## src/ral_consts.svh

```systemverilog
`ifndef RAL_CONSTS_SVH
`define RAL_CONSTS_SVH
`define RAL_NUM_RELAYS 5
`define RAL_GLOBAL_SEL 4'h8
`define RAL_F_FUNC 4'h0
`define RAL_F_HSP 4'h1
`define RAL_F_LSP 4'h2
`define RAL_F_MODE 4'h3
`define RAL_F_DB 4'h4
`define RAL_F_POL 4'h5
`define RAL_F_OVR 4'h6
`define RAL_G_DAMP 4'h0
`define RAL_G_ENABLE 4'h1
`define RAL_G_STATUS 4'h2
`define RAL_G_IRQ_STAT 4'h3
`define RAL_G_IRQ_MASK 4'h4
`define RAL_G_RATE 4'h5
`define RAL_EN_PID 0
`define RAL_EN_BATCH 1
`define RAL_EN_OCAL 2
`define RAL_RST_HSP 10'h3e8
`define RAL_RST_DEV 10'h064
`define RAL_RST_LSP 10'h0c8
`define RAL_RST_DB 10'h01e
`define RAL_DEV_SCALE 10'h3e8
`define RAL_STEP_SHIFT 3
`define RAL_DAMP_MAX 16'h03e7
`endif

```

## src/ral_pkg.sv

```systemverilog
package ral_pkg;
    typedef enum logic [2:0] {
        RAL_FN_OFF = 3'h0,
        RAL_FN_RATE = 3'h1,
        RAL_FN_DIAG = 3'h2,
        RAL_FN_DEV1 = 3'h3,
        RAL_FN_DEV2 = 3'h4,
        RAL_FN_PREWARN = 3'h5,
        RAL_FN_SETPT = 3'h6,
        RAL_FN_OCAL = 3'h7
    } ral_func_type;
    typedef enum logic [1:0] {
        RAL_MD_BOTH = 2'h1,
        RAL_MD_HIGH = 2'h2,
        RAL_MD_LOW = 2'h3
    } ral_mode_type;
    typedef enum logic [1:0] {
        RAL_OV_NORMAL = 2'h0,
        RAL_OV_ON = 2'h1,
        RAL_OV_OFF = 2'h2
    } ral_ovr_type;
    localparam logic [1:0] RAL_POL_NORMAL = 2'h2;
    localparam logic [1:0] RAL_POL_INVERT = 2'h3;
endpackage

```

## src/ral_relay_alarm.sv

```systemverilog
// Contract
// - Five relays, each with own function code
// - Functions 3,4,6,7 accepted only when enabled
// - Diagnostic relay latched until program-to-run
// - Batch relays latched until batch reset
// - Rate high setpoint percent, default 100
// - Deviation limit percent of PID setpoint, default 10
// - Low setpoint default 20, rate only
// - Mode: 1 both, 2 high, 3 low
// - Dead band default 3.0 percent
// - No dead band for diagnostic, pre-warn, setpoint
// - Polarity 2 normal, 3 inverted
// - Override 0 normal, 1 on, 2 off
// - Damping 0 to 999 slows rate response
`timescale 1ns/1ns
`include "ral_consts.svh"
module ral_relay_alarm (
    input wire logic mclk,
    input wire logic sys_rst,
    input wire logic [7:0] reg_addr,
    input wire logic [15:0] reg_wdata,
    input wire logic reg_wr,
    input wire logic reg_rd,
    output logic [15:0] reg_rdata,
    input wire logic [9:0] rate_in,
    input wire logic [9:0] pid_setpoint_in,
    input wire logic diag_fault_in,
    input wire logic prewarn_in,
    input wire logic batch_setpoint_in,
    input wire logic online_cal_alarm_in,
    input wire logic batch_reset_in,
    input wire logic program_mode_in,
    output logic [4:0] relay_out,
    output logic [4:0] alarm_indication,
    output logic irq
);
    import ral_pkg::*;

    function automatic logic func_ok(input logic [2:0] code, input logic [2:0] en);
        logic ok;
        unique case (code)
            3'h3, 3'h4: ok = en[`RAL_EN_PID];
            3'h6: ok = en[`RAL_EN_BATCH];
            3'h7: ok = en[`RAL_EN_OCAL];
            default: ok = 1'b1;
        endcase
        return ok;
    endfunction
    function automatic logic [9:0] sub_sat(input logic [9:0] a, input logic [9:0] b);
        return (a > b) ? a - b : 10'h000;
    endfunction
    function automatic logic [19:0] mul10(input logic [9:0] a, input logic [9:0] b);
        return 20'(a) * 20'(b);
    endfunction

    ral_func_type func_q [5], func_d [5];
    logic [9:0] hsp_q [5], hsp_d [5];
    logic [9:0] lsp_q [5], lsp_d [5];
    logic [1:0] mode_q [5], mode_d [5];
    logic [9:0] db_q [5], db_d [5];
    logic [1:0] pol_q [5], pol_d [5];
    logic [1:0] ovr_q [5], ovr_d [5];
    logic [9:0] damp_q, damp_d;
    logic [2:0] en_q, en_d;
    logic [4:0] imask_q, imask_d;

    always_comb begin
        for (int i = 0; i < `RAL_NUM_RELAYS; i++) begin
            func_d[i] = func_q[i];
            hsp_d[i] = hsp_q[i];
            lsp_d[i] = lsp_q[i];
            mode_d[i] = mode_q[i];
            db_d[i] = db_q[i];
            pol_d[i] = pol_q[i];
            ovr_d[i] = ovr_q[i];
            if (reg_wr && reg_addr[7:4] == 4'(i)) begin
                unique case (reg_addr[3:0])
                    `RAL_F_FUNC: begin
                        if (func_ok(reg_wdata[2:0], en_q)) begin
                            func_d[i] = ral_func_type'(reg_wdata[2:0]);
                            if (reg_wdata[2:0] == RAL_FN_DEV1 || reg_wdata[2:0] == RAL_FN_DEV2)
                                hsp_d[i] = `RAL_RST_DEV;
                            else if (reg_wdata[2:0] == RAL_FN_RATE)
                                hsp_d[i] = `RAL_RST_HSP;
                        end
                    end
                    `RAL_F_HSP: hsp_d[i] = reg_wdata[9:0];
                    `RAL_F_LSP: lsp_d[i] = reg_wdata[9:0];
                    `RAL_F_MODE: mode_d[i] = reg_wdata[1:0];
                    `RAL_F_DB: db_d[i] = reg_wdata[9:0];
                    `RAL_F_POL: pol_d[i] = reg_wdata[1:0];
                    `RAL_F_OVR: ovr_d[i] = reg_wdata[1:0];
                    default: ;
                endcase
            end
        end
        damp_d = damp_q;
        en_d = en_q;
        imask_d = imask_q;
        if (reg_wr && reg_addr[7:4] == `RAL_GLOBAL_SEL) begin
            if (reg_addr[3:0] == `RAL_G_DAMP && reg_wdata <= `RAL_DAMP_MAX)
                damp_d = reg_wdata[9:0];
            if (reg_addr[3:0] == `RAL_G_ENABLE)
                en_d = reg_wdata[2:0];
            if (reg_addr[3:0] == `RAL_G_IRQ_MASK)
                imask_d = reg_wdata[4:0];
        end
    end

    always_ff @(posedge mclk or posedge sys_rst) begin
        if (sys_rst) begin
            func_q <= '{default: RAL_FN_OFF};
            hsp_q <= '{default: `RAL_RST_HSP};
            lsp_q <= '{default: `RAL_RST_LSP};
            mode_q <= '{default: RAL_MD_BOTH};
            db_q <= '{default: `RAL_RST_DB};
            pol_q <= '{default: RAL_POL_NORMAL};
            ovr_q <= '{default: RAL_OV_NORMAL};
            damp_q <= 10'h000;
            en_q <= 3'h0;
            imask_q <= 5'h00;
        end else begin
            func_q <= func_d;
            hsp_q <= hsp_d;
            lsp_q <= lsp_d;
            mode_q <= mode_d;
            db_q <= db_d;
            pol_q <= pol_d;
            ovr_q <= ovr_d;
            damp_q <= damp_d;
            en_q <= en_d;
            imask_q <= imask_d;
        end
    end

    // Damped rate: steps toward the input once every damp+1 cycles
    logic [9:0] filt_q, filt_d;
    logic [9:0] dcnt_q, dcnt_d;
    logic [9:0] step;

    always_comb begin
        filt_d = filt_q;
        dcnt_d = dcnt_q + 10'h001;
        step = ((rate_in > filt_q) ? rate_in - filt_q : filt_q - rate_in) >> `RAL_STEP_SHIFT;
        if (step == 10'h000)
            step = 10'h001;
        if (damp_q == 10'h000) begin
            filt_d = rate_in;
            dcnt_d = 10'h000;
        end else if (dcnt_q >= damp_q) begin
            dcnt_d = 10'h000;
            if (rate_in > filt_q)
                filt_d = filt_q + step;
            else if (rate_in < filt_q)
                filt_d = filt_q - step;
        end
    end

    always_ff @(posedge mclk or posedge sys_rst) begin
        if (sys_rst) begin
            filt_q <= 10'h000;
            dcnt_q <= 10'h000;
        end else begin
            filt_q <= filt_d;
            dcnt_q <= dcnt_d;
        end
    end

    logic prog_q;
    logic run_entry;
    logic [19:0] dev_act;
    logic [4:0] hi_q, hi_d, lo_q, lo_d, alm_q, alm_d, eff;
    logic [4:0] out_q, out_d, ind_q, ind_d, ist_q, ist_d;
    logic irq_q;
    assign run_entry = prog_q & ~program_mode_in;
    assign dev_act = mul10((filt_q > pid_setpoint_in) ? filt_q - pid_setpoint_in
                           : pid_setpoint_in - filt_q, `RAL_DEV_SCALE);

    always_comb begin
        for (int i = 0; i < `RAL_NUM_RELAYS; i++) begin
            hi_d[i] = 1'b0;
            lo_d[i] = 1'b0;
            unique case (func_q[i])
                RAL_FN_OFF: alm_d[i] = 1'b0;
                RAL_FN_RATE: begin
                    hi_d[i] = hi_q[i];
                    if (filt_q > hsp_q[i])
                        hi_d[i] = 1'b1;
                    else if (filt_q < sub_sat(hsp_q[i], db_q[i]))
                        hi_d[i] = 1'b0;
                    lo_d[i] = lo_q[i];
                    if (filt_q < lsp_q[i])
                        lo_d[i] = 1'b1;
                    else if (11'(filt_q) > 11'(lsp_q[i]) + 11'(db_q[i]))
                        lo_d[i] = 1'b0;
                    if (mode_q[i] == RAL_MD_HIGH)
                        alm_d[i] = hi_d[i];
                    else if (mode_q[i] == RAL_MD_LOW)
                        alm_d[i] = lo_d[i];
                    else
                        alm_d[i] = hi_d[i] | lo_d[i];
                end
                RAL_FN_DEV1, RAL_FN_DEV2: begin
                    hi_d[i] = hi_q[i];
                    if (dev_act > mul10(hsp_q[i], pid_setpoint_in))
                        hi_d[i] = 1'b1;
                    else if (dev_act < mul10(sub_sat(hsp_q[i], db_q[i]), pid_setpoint_in))
                        hi_d[i] = 1'b0;
                    alm_d[i] = hi_d[i];
                end
                RAL_FN_DIAG: alm_d[i] = diag_fault_in | (alm_q[i] & ~run_entry);
                RAL_FN_PREWARN: alm_d[i] = prewarn_in | (alm_q[i] & ~batch_reset_in);
                RAL_FN_SETPT: alm_d[i] = batch_setpoint_in | (alm_q[i] & ~batch_reset_in);
                RAL_FN_OCAL: alm_d[i] = online_cal_alarm_in;
            endcase
            if (ovr_q[i] == RAL_OV_ON)
                eff[i] = 1'b1;
            else if (ovr_q[i] == RAL_OV_OFF)
                eff[i] = 1'b0;
            else
                eff[i] = alm_d[i];
            ind_d[i] = eff[i];
            if (func_q[i] == RAL_FN_OFF)
                out_d[i] = 1'b0;
            else
                out_d[i] = (pol_q[i] == RAL_POL_INVERT) ? ~eff[i] : eff[i];
        end
        ist_d = ist_q | (alm_d & ~alm_q);
        if (reg_wr && reg_addr == {`RAL_GLOBAL_SEL, `RAL_G_IRQ_STAT})
            ist_d = (ist_q & ~reg_wdata[4:0]) | (alm_d & ~alm_q);
    end

    always_ff @(posedge mclk or posedge sys_rst) begin
        if (sys_rst) begin
            prog_q <= 1'b0;
            hi_q <= 5'h00;
            lo_q <= 5'h00;
            alm_q <= 5'h00;
            out_q <= 5'h00;
            ind_q <= 5'h00;
            ist_q <= 5'h00;
            irq_q <= 1'b0;
        end else begin
            prog_q <= program_mode_in;
            hi_q <= hi_d;
            lo_q <= lo_d;
            alm_q <= alm_d;
            out_q <= out_d;
            ind_q <= ind_d;
            ist_q <= ist_d;
            irq_q <= |(ist_q & imask_q);
        end
    end

    logic [15:0] rdat_q, rdat_d;
    always_comb begin
        rdat_d = 16'h0000;
        if (reg_rd && reg_addr[7:4] < 4'h5) begin
            unique case (reg_addr[3:0])
                `RAL_F_FUNC: rdat_d = 16'(func_q[reg_addr[6:4]]);
                `RAL_F_HSP: rdat_d = 16'(hsp_q[reg_addr[6:4]]);
                `RAL_F_LSP: rdat_d = 16'(lsp_q[reg_addr[6:4]]);
                `RAL_F_MODE: rdat_d = 16'(mode_q[reg_addr[6:4]]);
                `RAL_F_DB: rdat_d = 16'(db_q[reg_addr[6:4]]);
                `RAL_F_POL: rdat_d = 16'(pol_q[reg_addr[6:4]]);
                `RAL_F_OVR: rdat_d = 16'(ovr_q[reg_addr[6:4]]);
                default: rdat_d = 16'h0000;
            endcase
        end else if (reg_rd && reg_addr[7:4] == `RAL_GLOBAL_SEL) begin
            unique case (reg_addr[3:0])
                `RAL_G_DAMP: rdat_d = 16'(damp_q);
                `RAL_G_ENABLE: rdat_d = 16'(en_q);
                `RAL_G_STATUS: rdat_d = {3'h0, ind_q, 3'h0, out_q};
                `RAL_G_IRQ_STAT: rdat_d = 16'(ist_q);
                `RAL_G_IRQ_MASK: rdat_d = 16'(imask_q);
                `RAL_G_RATE: rdat_d = 16'(filt_q);
                default: rdat_d = 16'h0000;
            endcase
        end
    end

    always_ff @(posedge mclk or posedge sys_rst) begin
        if (sys_rst)
            rdat_q <= 16'h0000;
        else
            rdat_q <= rdat_d;
    end

    assign reg_rdata = rdat_q;
    assign relay_out = out_q;
    assign alarm_indication = ind_q;
    assign irq = irq_q;

    AST_OFF_INACTIVE: assert property (
        @(posedge mclk) disable iff (sys_rst) func_q[0] == RAL_FN_OFF |=> !relay_out[0])
        else $error("relay 0 active while function off");
    AST_FUNC_GATED: assert property (
        @(posedge mclk) disable iff (sys_rst)
        reg_wr && reg_addr == 8'h10 && reg_wdata[2:0] == 3'h3 && !en_q[`RAL_EN_PID]
        |=> func_q[1] == $past(func_q[1]))
        else $error("deviation function taken while PID disabled");
    AST_DIAG_LATCH: assert property (
        @(posedge mclk) disable iff (sys_rst)
        func_q[2] == RAL_FN_DIAG && alm_q[2] && !run_entry |=> alm_q[2])
        else $error("diagnostic alarm dropped without run entry");
    AST_BATCH_LATCH: assert property (
        @(posedge mclk) disable iff (sys_rst)
        func_q[3] == RAL_FN_SETPT && alm_q[3] && !batch_reset_in |=> alm_q[3])
        else $error("batch alarm dropped without batch reset");
    AST_HIGH_TRIP: assert property (
        @(posedge mclk) disable iff (sys_rst)
        func_q[0] == RAL_FN_RATE && mode_q[0] == RAL_MD_HIGH && filt_q > hsp_q[0] |=> alm_q[0])
        else $error("high alarm missed");
    AST_LOW_ONLY_CLEAR: assert property (
        @(posedge mclk) disable iff (sys_rst)
        func_q[0] == RAL_FN_RATE && mode_q[0] == RAL_MD_LOW
        && 11'(filt_q) > 11'(lsp_q[0]) + 11'(db_q[0]) |=> !alm_q[0])
        else $error("low-only alarm set above low band");
    AST_HYST_HOLD: assert property (
        @(posedge mclk) disable iff (sys_rst)
        func_q[0] == RAL_FN_RATE && hi_q[0] && filt_q >= sub_sat(hsp_q[0], db_q[0])
        |=> hi_q[0])
        else $error("high alarm cleared inside dead band");
    AST_INVERT_FORCE: assert property (
        @(posedge mclk) disable iff (sys_rst)
        func_q[0] != RAL_FN_OFF && ovr_q[0] == RAL_OV_ON && pol_q[0] == RAL_POL_INVERT
        |=> !relay_out[0] && alarm_indication[0])
        else $error("inverted forced relay not open");
    AST_FORCE_OFF: assert property (
        @(posedge mclk) disable iff (sys_rst)
        ovr_q[0] == RAL_OV_OFF && pol_q[0] == RAL_POL_NORMAL |=> !relay_out[0] ##0 !alarm_indication[0])
        else $error("forced-off relay active");
    AST_NO_DAMP: assert property (
        @(posedge mclk) disable iff (sys_rst) damp_q == 10'h000 |=> filt_q == $past(rate_in))
        else $error("undamped rate not tracking input");
endmodule

```

## config.mk

```make
export PLATFORM = sky130hd
export DESIGN_NAME = ral_relay_alarm
export DESIGN_NICKNAME = d
export VERILOG_FILES = /design/src/ral_pkg.sv /design/src/ral_relay_alarm.sv
export VERILOG_INCLUDE_DIRS = /design/src
export SDC_FILE = /design/constraint.sdc
export NUM_CORES = 2
export LEC_CHECK = 0
export BUFFER_PORTS_ARGS = -buffer_cell sky130_fd_sc_hd__buf_4
export CORE_MARGIN = 2
export CORE_UTILIZATION = 45
export CTS_BUF_LIST = sky130_fd_sc_hd__clkbuf_4
export CTS_CLUSTER_DIAMETER = 80
export DETAILED_ROUTE_END_ITERATION = 10
export GPL_ROUTABILITY_DRIVEN = 0
export PLACE_DENSITY = 0.64
export SETUP_SLACK_MARGIN = 0.15
export SLEW_MARGIN = 20
export SYNTH_ARGS = -nofsm -noshare
export SYNTH_HDL_FRONTEND = slang
export SYNTH_SLANG_ARGS = --single-unit
```

## constraint.sdc

```tcl
create_clock -name mclk -period 9.6 [get_ports mclk]
set_input_delay 1.92 -clock mclk [delete_from_list [all_inputs] [get_ports mclk]]
set_output_delay 1.92 -clock mclk [all_outputs]
set_load 0.05 [all_outputs]
```

* Word-level counts from Yosys, hierarchy flattened
Cells that the tools add are included.
** Storage, ports and cells
- Word-level logic and storage cells :: 462
- Input port bits :: 54
- Register bits after elaboration :: 281
** Cells by class
- Multipliers :: 11
- Multiplexer cells :: 144
- Reduce and logical (&&, ||, !) cells :: 69
- Equal/unequal tests :: 83
- Magnitude comparators :: 42
- Bitwise logic cells :: 47
- $add $sub $neg :: 17
** Operators with widths (count)
- two-way mux 10 bit :: 26
- multiplier 10 x 10 -> 20 bit :: 10
- > comparator 10 bit :: 12
- < comparator 10 bit :: 11
- > comparator 20 bit :: 5
- < comparator 20 bit :: 5
- one-hot mux 10 bit (2 select lines) :: 5
- subtractor 10 bit :: 10
- binary-select mux 10 bit (select 3 bit) :: 3
- two-way mux 1 bit :: 81
- one-hot mux 13 bit (6 select lines) :: 1
- one-hot mux 10 bit (7 select lines) :: 1
- == test 3 bit (second input constant) :: 23
- AND reduction 2 bit :: 29
- adder 10 x 10 -> 11 bit :: 5
- > comparator 10 x 11 -> 1 bit :: 5
- == test 2 bit (second input constant) :: 20
- one-hot mux 1 bit (7 select lines) :: 5
- == test 3 x 2 -> 1 bit (second input constant) :: 11
- zero test 10 bit :: 2
- bitwise OR 1 bit :: 20
- AND reduction 4 bit :: 5
- binary-select mux 2 bit (select 3 bit) :: 3
- == test 3 x 1 -> 1 bit (second input constant) :: 6
- other kinds (39) :: 109

* Logic depth before layout (Yosys ltp)
- Depth after elaboration :: 15
- Gate-level depth with buffers :: 44

* Worst setup path after synthesis
Ideal clock, no wire load.
- Path type :: in2reg
- Start :: in pid_setpoint_in[1]
- End :: reg ind_q[2], in the netlist alarm_indication[2]
- Arrival :: 11.276 ns
- Data required time :: 9.469 ns
- Stages :: 36
- Setup slack :: -1.807 ns
- Setup time :: 0.131 ns
- Cells stage by stage :: clkbuf_1 clkinv_1 clkbuf_1 fa_1 a21oi_1 o21ai_1 a21oi_1 a2111oi_4 nor2_2 buf_2 mux2i_1 xnor2_1 fa_1 fa_1 fa_1 fa_1 ha_1 inv_1 o21ai_1 a21oi_1 o21ai_1 a21oi_1 o21ai_1 or4_1 a31o_1 a21oi_1 xnor2_1 ha_1 a211o_1 a2111oi_0 nor3_1 a31oi_1 nand3_1 or4_1 buf_2 maj3_1
** On the way
- Longest elaborated chain between the ends :: 9
- Elaborated cells between the ends (all ways) :: 14
- Those cells by class :: add/sub: 2; mul: 3; order compare: 3; mux: 6
** Ends and longest elaborated chain
- from (decl) :: line ral_relay_alarm.sv:26 : input wire logic [9:0] pid_setpoint_in,
- subtractor 10 bit (tied with other cells) :: line ral_relay_alarm.sv:177 : : pid_setpoint_in - filt_q, `RAL_DEV_SCALE);
- two-way mux 10 bit :: line ral_relay_alarm.sv:176 : assign dev_act = mul10((filt_q > pid_setpoint_in) ? filt_q - pid_setpoint_in
- multiplier 10 x 7 -> 17 bit :: line ral_relay_alarm.sv:53 : return 20'(a) * 20'(b);
- < comparator 20 bit :: line ral_relay_alarm.sv:207 : else if (dev_act < mul10(sub_sat(hsp_q[i], db_q[i]), pid_setpoint_in))
- two-way mux 1 bit :: line ral_relay_alarm.sv:207
- two-way mux 1 bit * :: line ral_relay_alarm.sv:205 : if (dev_act > mul10(hsp_q[i], pid_setpoint_in))
- one-hot mux 1 bit (7 select lines) * :: line ral_relay_alarm.sv:183 : unique case (func_q[i])
- net alm_d[2] :: line ral_relay_alarm.sv:172 : logic [4:0] hi_q, hi_d, lo_q, lo_d, alm_q, alm_d, eff;
- two-way mux 1 bit * :: line ral_relay_alarm.sv:218 : else if (ovr_q[i] == RAL_OV_OFF)
- two-way mux 1 bit * :: line ral_relay_alarm.sv:216 : if (ovr_q[i] == RAL_OV_ON)
- net eff[2] :: line ral_relay_alarm.sv:172
- to (signal assigned) :: line ral_relay_alarm.sv:249 : ind_q <= ind_d;
- to (decl) :: line ral_relay_alarm.sv:173 : logic [4:0] out_q, out_d, ind_q, ind_d, ist_q, ist_d;
Mark *: on every way through the listed nets, which the timed path passes. The rest lies on a longest branch.
A chain may end at the register's enable or synchronous reset.

* Final worst setup path
- Start :: in pid_setpoint_in[0]
- End :: reg ind_q[2], in the netlist alarm_indication[2]
** On the way
- Longest elaborated chain between the ends :: 9
- Elaborated cells between the ends (all ways) :: 14
- Those cells by class :: add/sub: 2; mul: 3; order compare: 3; mux: 6
** Ends and longest elaborated chain (line)
- subtractor 10 bit (tied with other cells) :: ral_relay_alarm.sv:177
- two-way mux 10 bit :: ral_relay_alarm.sv:176
- multiplier 10 x 7 -> 17 bit :: ral_relay_alarm.sv:53
- < comparator 20 bit :: ral_relay_alarm.sv:207
- two-way mux 1 bit :: ral_relay_alarm.sv:207
- two-way mux 1 bit * :: ral_relay_alarm.sv:205
- one-hot mux 1 bit (7 select lines) * :: ral_relay_alarm.sv:183
- two-way mux 1 bit * :: ral_relay_alarm.sv:218
- two-way mux 1 bit * :: ral_relay_alarm.sv:216
- net eff[2] :: ral_relay_alarm.sv:172
Marked as above.

==> flow_results.org <==
** Min path
- The worst hold path begins at pol_q[7]$_DFFE_PP1P_.
- Cell count of the worst hold path :: 2
- Worst min path class :: reg2reg
- The path with the worst hold slack has its endpoint at pol_q[7]$_DFFE_PP1P_.

** Critical path
- Logic depth of the worst register-to-register path :: 38
- For the worst setup path, the data arrival time is 10,250 ps.
- Worst flop-to-flop path startpoint :: db_q[10]$_DFFE_PP0P_
- Largest stage delay, worst path :: 560 ps
- Max FO, Critical Path :: 5
- The cell that appears most often on the critical path is sky130_fd_sc_hd__fa_1.
- In this run the critical register-to-register path is captured at relay_out[3]$_DFF_PP0_.
- For flop-to-flop paths, the worst setup slack is 320 ps.
- For the worst setup path, the data required time is 10,290 ps.
- STA classifies the critical path endpoint as a register.
- Sort of element at the start of the critical path :: primary input
- Slowest stage cell on the critical path :: sky130_fd_sc_hd__fa_1
- In this run the worst setup path begins at pid_setpoint_in[0].
- WS Path Type :: in2reg

** Die
- Die Span Y :: 369.5 um
- 81 I/O pins were placed.
- Measured along the x axis, the die boundary spans 369.5 um.
- Effective utilization at floorplan :: 45.17%
- The initialized floorplan defines 134 standard-cell rows.
- Area inside the core boundary :: 133,100 um2
- The die covers 136,600 um2.

** Timing
- Top achievable clock speed :: 0.1047 GHz
- Final setup fails :: 0
- Shortest clock period the worst path allows after layout :: 9553 ps
- The final critical path takes up 99.51% of the cycle.
- The number of max-slew violations in the final report was 0.
- The number of hold violations in the final report is 0.
- Setup repair after global routing missed its margin :: yes
- Clock skew :: 78.51 ps
- Worst relative slew slack :: 18.78%
- Actual transition at the worst max-transition pin :: 1213 ps

** Detailed routing
- Dividing the detail-routed wire length by the instance count gives 23.91 um.
- After detailed routing, the number of vias per cell comes to 5.886.
- After detailed routing, the number of remaining DRC violations is 0.
- Detailed-routing iteration count for the pre-antenna-repair pass :: 10
- Starting DRT DRC Count :: 5,323
- Aggregate routed wire length :: 222,600 um
- Vias :: 54,804
- Once detail routing completed, the nets flagged for antenna violations numbered 0.

** Clocking
- In this run the number of H-tree levels came out at 3.
- TritonCTS clock tree :: built
- The tree is rooted in a sky130_fd_sc_hd__clkbuf_4.
- Total clock sinks :: 278
- Clock latency on the worst-skew pair, taken at its later pin, is 840 ps.
- In this run the deepest clock path goes through 3 buffers.
- Clock-pin slew was measured on the worst setup and hold paths at 70 ps.
- Number of buffers created by CTS :: 76

** Global routing
- For this run the aggregate overflow at the end of global routing stands at 0.
- The initial antenna violation count is 20.
- The first global-routing pass estimated 333,200 um of wire.
- The via count of the first global-routing pass is 55,141.
- Total GRT Usage :: 32.27%
- Entering global routing, the biggest net connects 179 pins.

** Final layout
- Area added between synthesis and finish :: 15.78%
- After the flow finishes, the layout carries non-filler instances totaling 9,311.
- Number of nets in the finished design :: 9,299
- Fraction of layout cells with a size suffix above 1 :: 18.20%
- Count of filler cells inserted in the layout :: 12,377

** Placement
- The count of buffers added on input and output ports is 77.
- Hpwl dp :: 172,500 um
- Count of placed standard cells including taps :: 9,087

** Synth
- During synthesis, Yosys emitted a total of 0 warnings.
- Prevailing post-synth register cell :: sky130_fd_sc_hd__dfrtp_1
- Post-synthesis area per instance :: 8.700 um2
- Synthesis inferred 278 register bits.
- Post-synth EDFFs :: 0
- Number of standard cells after synthesis :: 6,911
- Sequential cells were found to cover 11.73% of the synthesized design area.
- In the synthesized netlist the async set-or-reset flop fraction comes to 100.0%.
- The cell area that synthesis handed to floorplanning was 60,130 um2.
- Post-synth cell types :: 95

** Flow run
- Number of max-cap violations :: 0

** Status
- The flow ran to the end, and the final reports show no timing, DRC or antenna violations.
[synthesized netlist by cell type, drive strengths merged, types with 19 or more instances]
library cell,count,share of area (%)
nand2b,54,0.56
dfrtp,203,8.4
o21bai,36,0.45
inv,1027,6.4
nand4,80,0.83
clkbuf,215,1.3
a21oi,286,2.4
nand2,714,4.5
mux2i,29,0.48
and3,59,0.61
mux2,120,2.2
fa,664,22
ha,1109,23
nor2b,64,0.67
o21a,40,0.50
o22ai,23,0.24
buf,32,0.24
a22oi,28,0.35
o21ai,272,2.3
a221oi,21,0.36
a21o,162,2.0
nor2,666,4.2
and2,21,0.22
a211o,19,0.28
or3,20,0.21
mux4,39,1.5
nand3,114,0.95
dfstp,75,3.3
xor2,135,2.0
xnor2,154,2.2
a31oi,25,0.26
o211ai,25,0.31
nor3,118,0.99
[sequential cells by signal, indices dropped and copies added, names as in the netlist, 13 cells and up]
signal,count
hsp_q,50
reg_rdata,13
db_q,50
func_q,15
lsp_q,50
[critical path, delay by kind of cell]
| kind | cells | cell delay [ps] |
|---|---|---|
| buffers and inverters | 8 | 790 |
| AOI/OAI and AO/OA | 12 | 1880 |
| adders and majority gates | 9 | 3260 |
| and+or+nand+nor | 8 | 1790 |
| muxes | 1 | 260 |
| xor gates and xnor gates | 2 | 300 |
[cell type report]
type                       instances  area, um2  area share, %
clock buffer                     114      855.8          1.229
clock inverter                    24      165.2         0.2372
timing repair buffer             728       5664          8.136
tap                             1768       2212          3.178
sequential                       278       7066          10.15
multi-input combinational       5347      49690          71.37
antenna                           11      27.53        0.03954
inverter                        1041       3939          5.658
[repair_timing]
item                       CTS  global route
hold buffers                 0             0
setup endpoints to repair   20            23
gates resized for setup     67           167
setup buffers               43            32
pin swaps                   66           113
[worst max-delay path by stage]
stage                                    end  slack, ps  depth (start not counted)
3_5_place_dp          relay_out[2]$_DFF_PP0_      -1250                         37
5_1_grt               relay_out[1]$_DFF_PP0_       -220                         45
6_report       alarm_indication[2]$_DFF_PP0_         50                         40
2_1_floorplan  alarm_indication[2]$_DFF_PP0_       -400                         34
4_1_cts        alarm_indication[2]$_DFF_PP0_         20                         35
3_3_place_gp          relay_out[2]$_DFF_PP0_      -1100                         40
[cells by family after synthesis]
kind of cell / after synthesis / share of synthesized area, %
other cells: 1 / 0.006237
xor+xnor: 289 / 4.210
fa+ha+maj: 1778 / 45.27
flops: 278 / 11.73
compound gates: 1087 / 11.68
simple gates: 2002 / 14.84
buf+inv: 1288 / 8.078
mux: 188 / 4.191
[layer usage]
layer / global-route usage [%] / routed length (um)
met1: 40.90 / 85930
met2: 50.55 / 96500
met3: 6.948 / 23130
met4: 19.11 / 16940
met5: 0 / 97
[through the flow]
step,worst slack (ps),util [%],cell area [um2],setup TNS (ps),hold slack [ps]
detailed placement,-1246,50.19,66820,-21170,478.2
floorplan,-396.7,-,60630,-1754,436.6
CTS,18.04,51.45,68490,0,490.5
global route,-221.3,52.28,69600,-1508,517.7
finish,47.12,52.30,69620,0,490.6
global placement,-1097,50.19,66820,-17550,467.7
[placed cells by master (no fill, tap or decap), drive strengths merged, types with 17 or more instances in the layout]
cell    instances
ha           1109
inv          1027
buf           728
nand2         714
nor2          666
fa            664
a21oi         286
o21ai         272
dfrtp         203
a21o          162
xnor2         154
xor2          135
mux2          120
nor3          118
clkbuf        114
nand3         114
nand4          80
dfstp          75
nor2b          64
and3           59
nand2b         54
o21a           40
mux4           39
o21bai         36
clkinv         32
mux2i          29
a22oi          28
o211ai         25
a31oi          25
o22ai          23
and2           21
a221oi         21
or3            20
a211o          19
nor4           17
a21boi         17
Power is left out: the tool's default activity adds up to more than one toggle a clock period on the data nets, which glitch-free logic cannot reach.
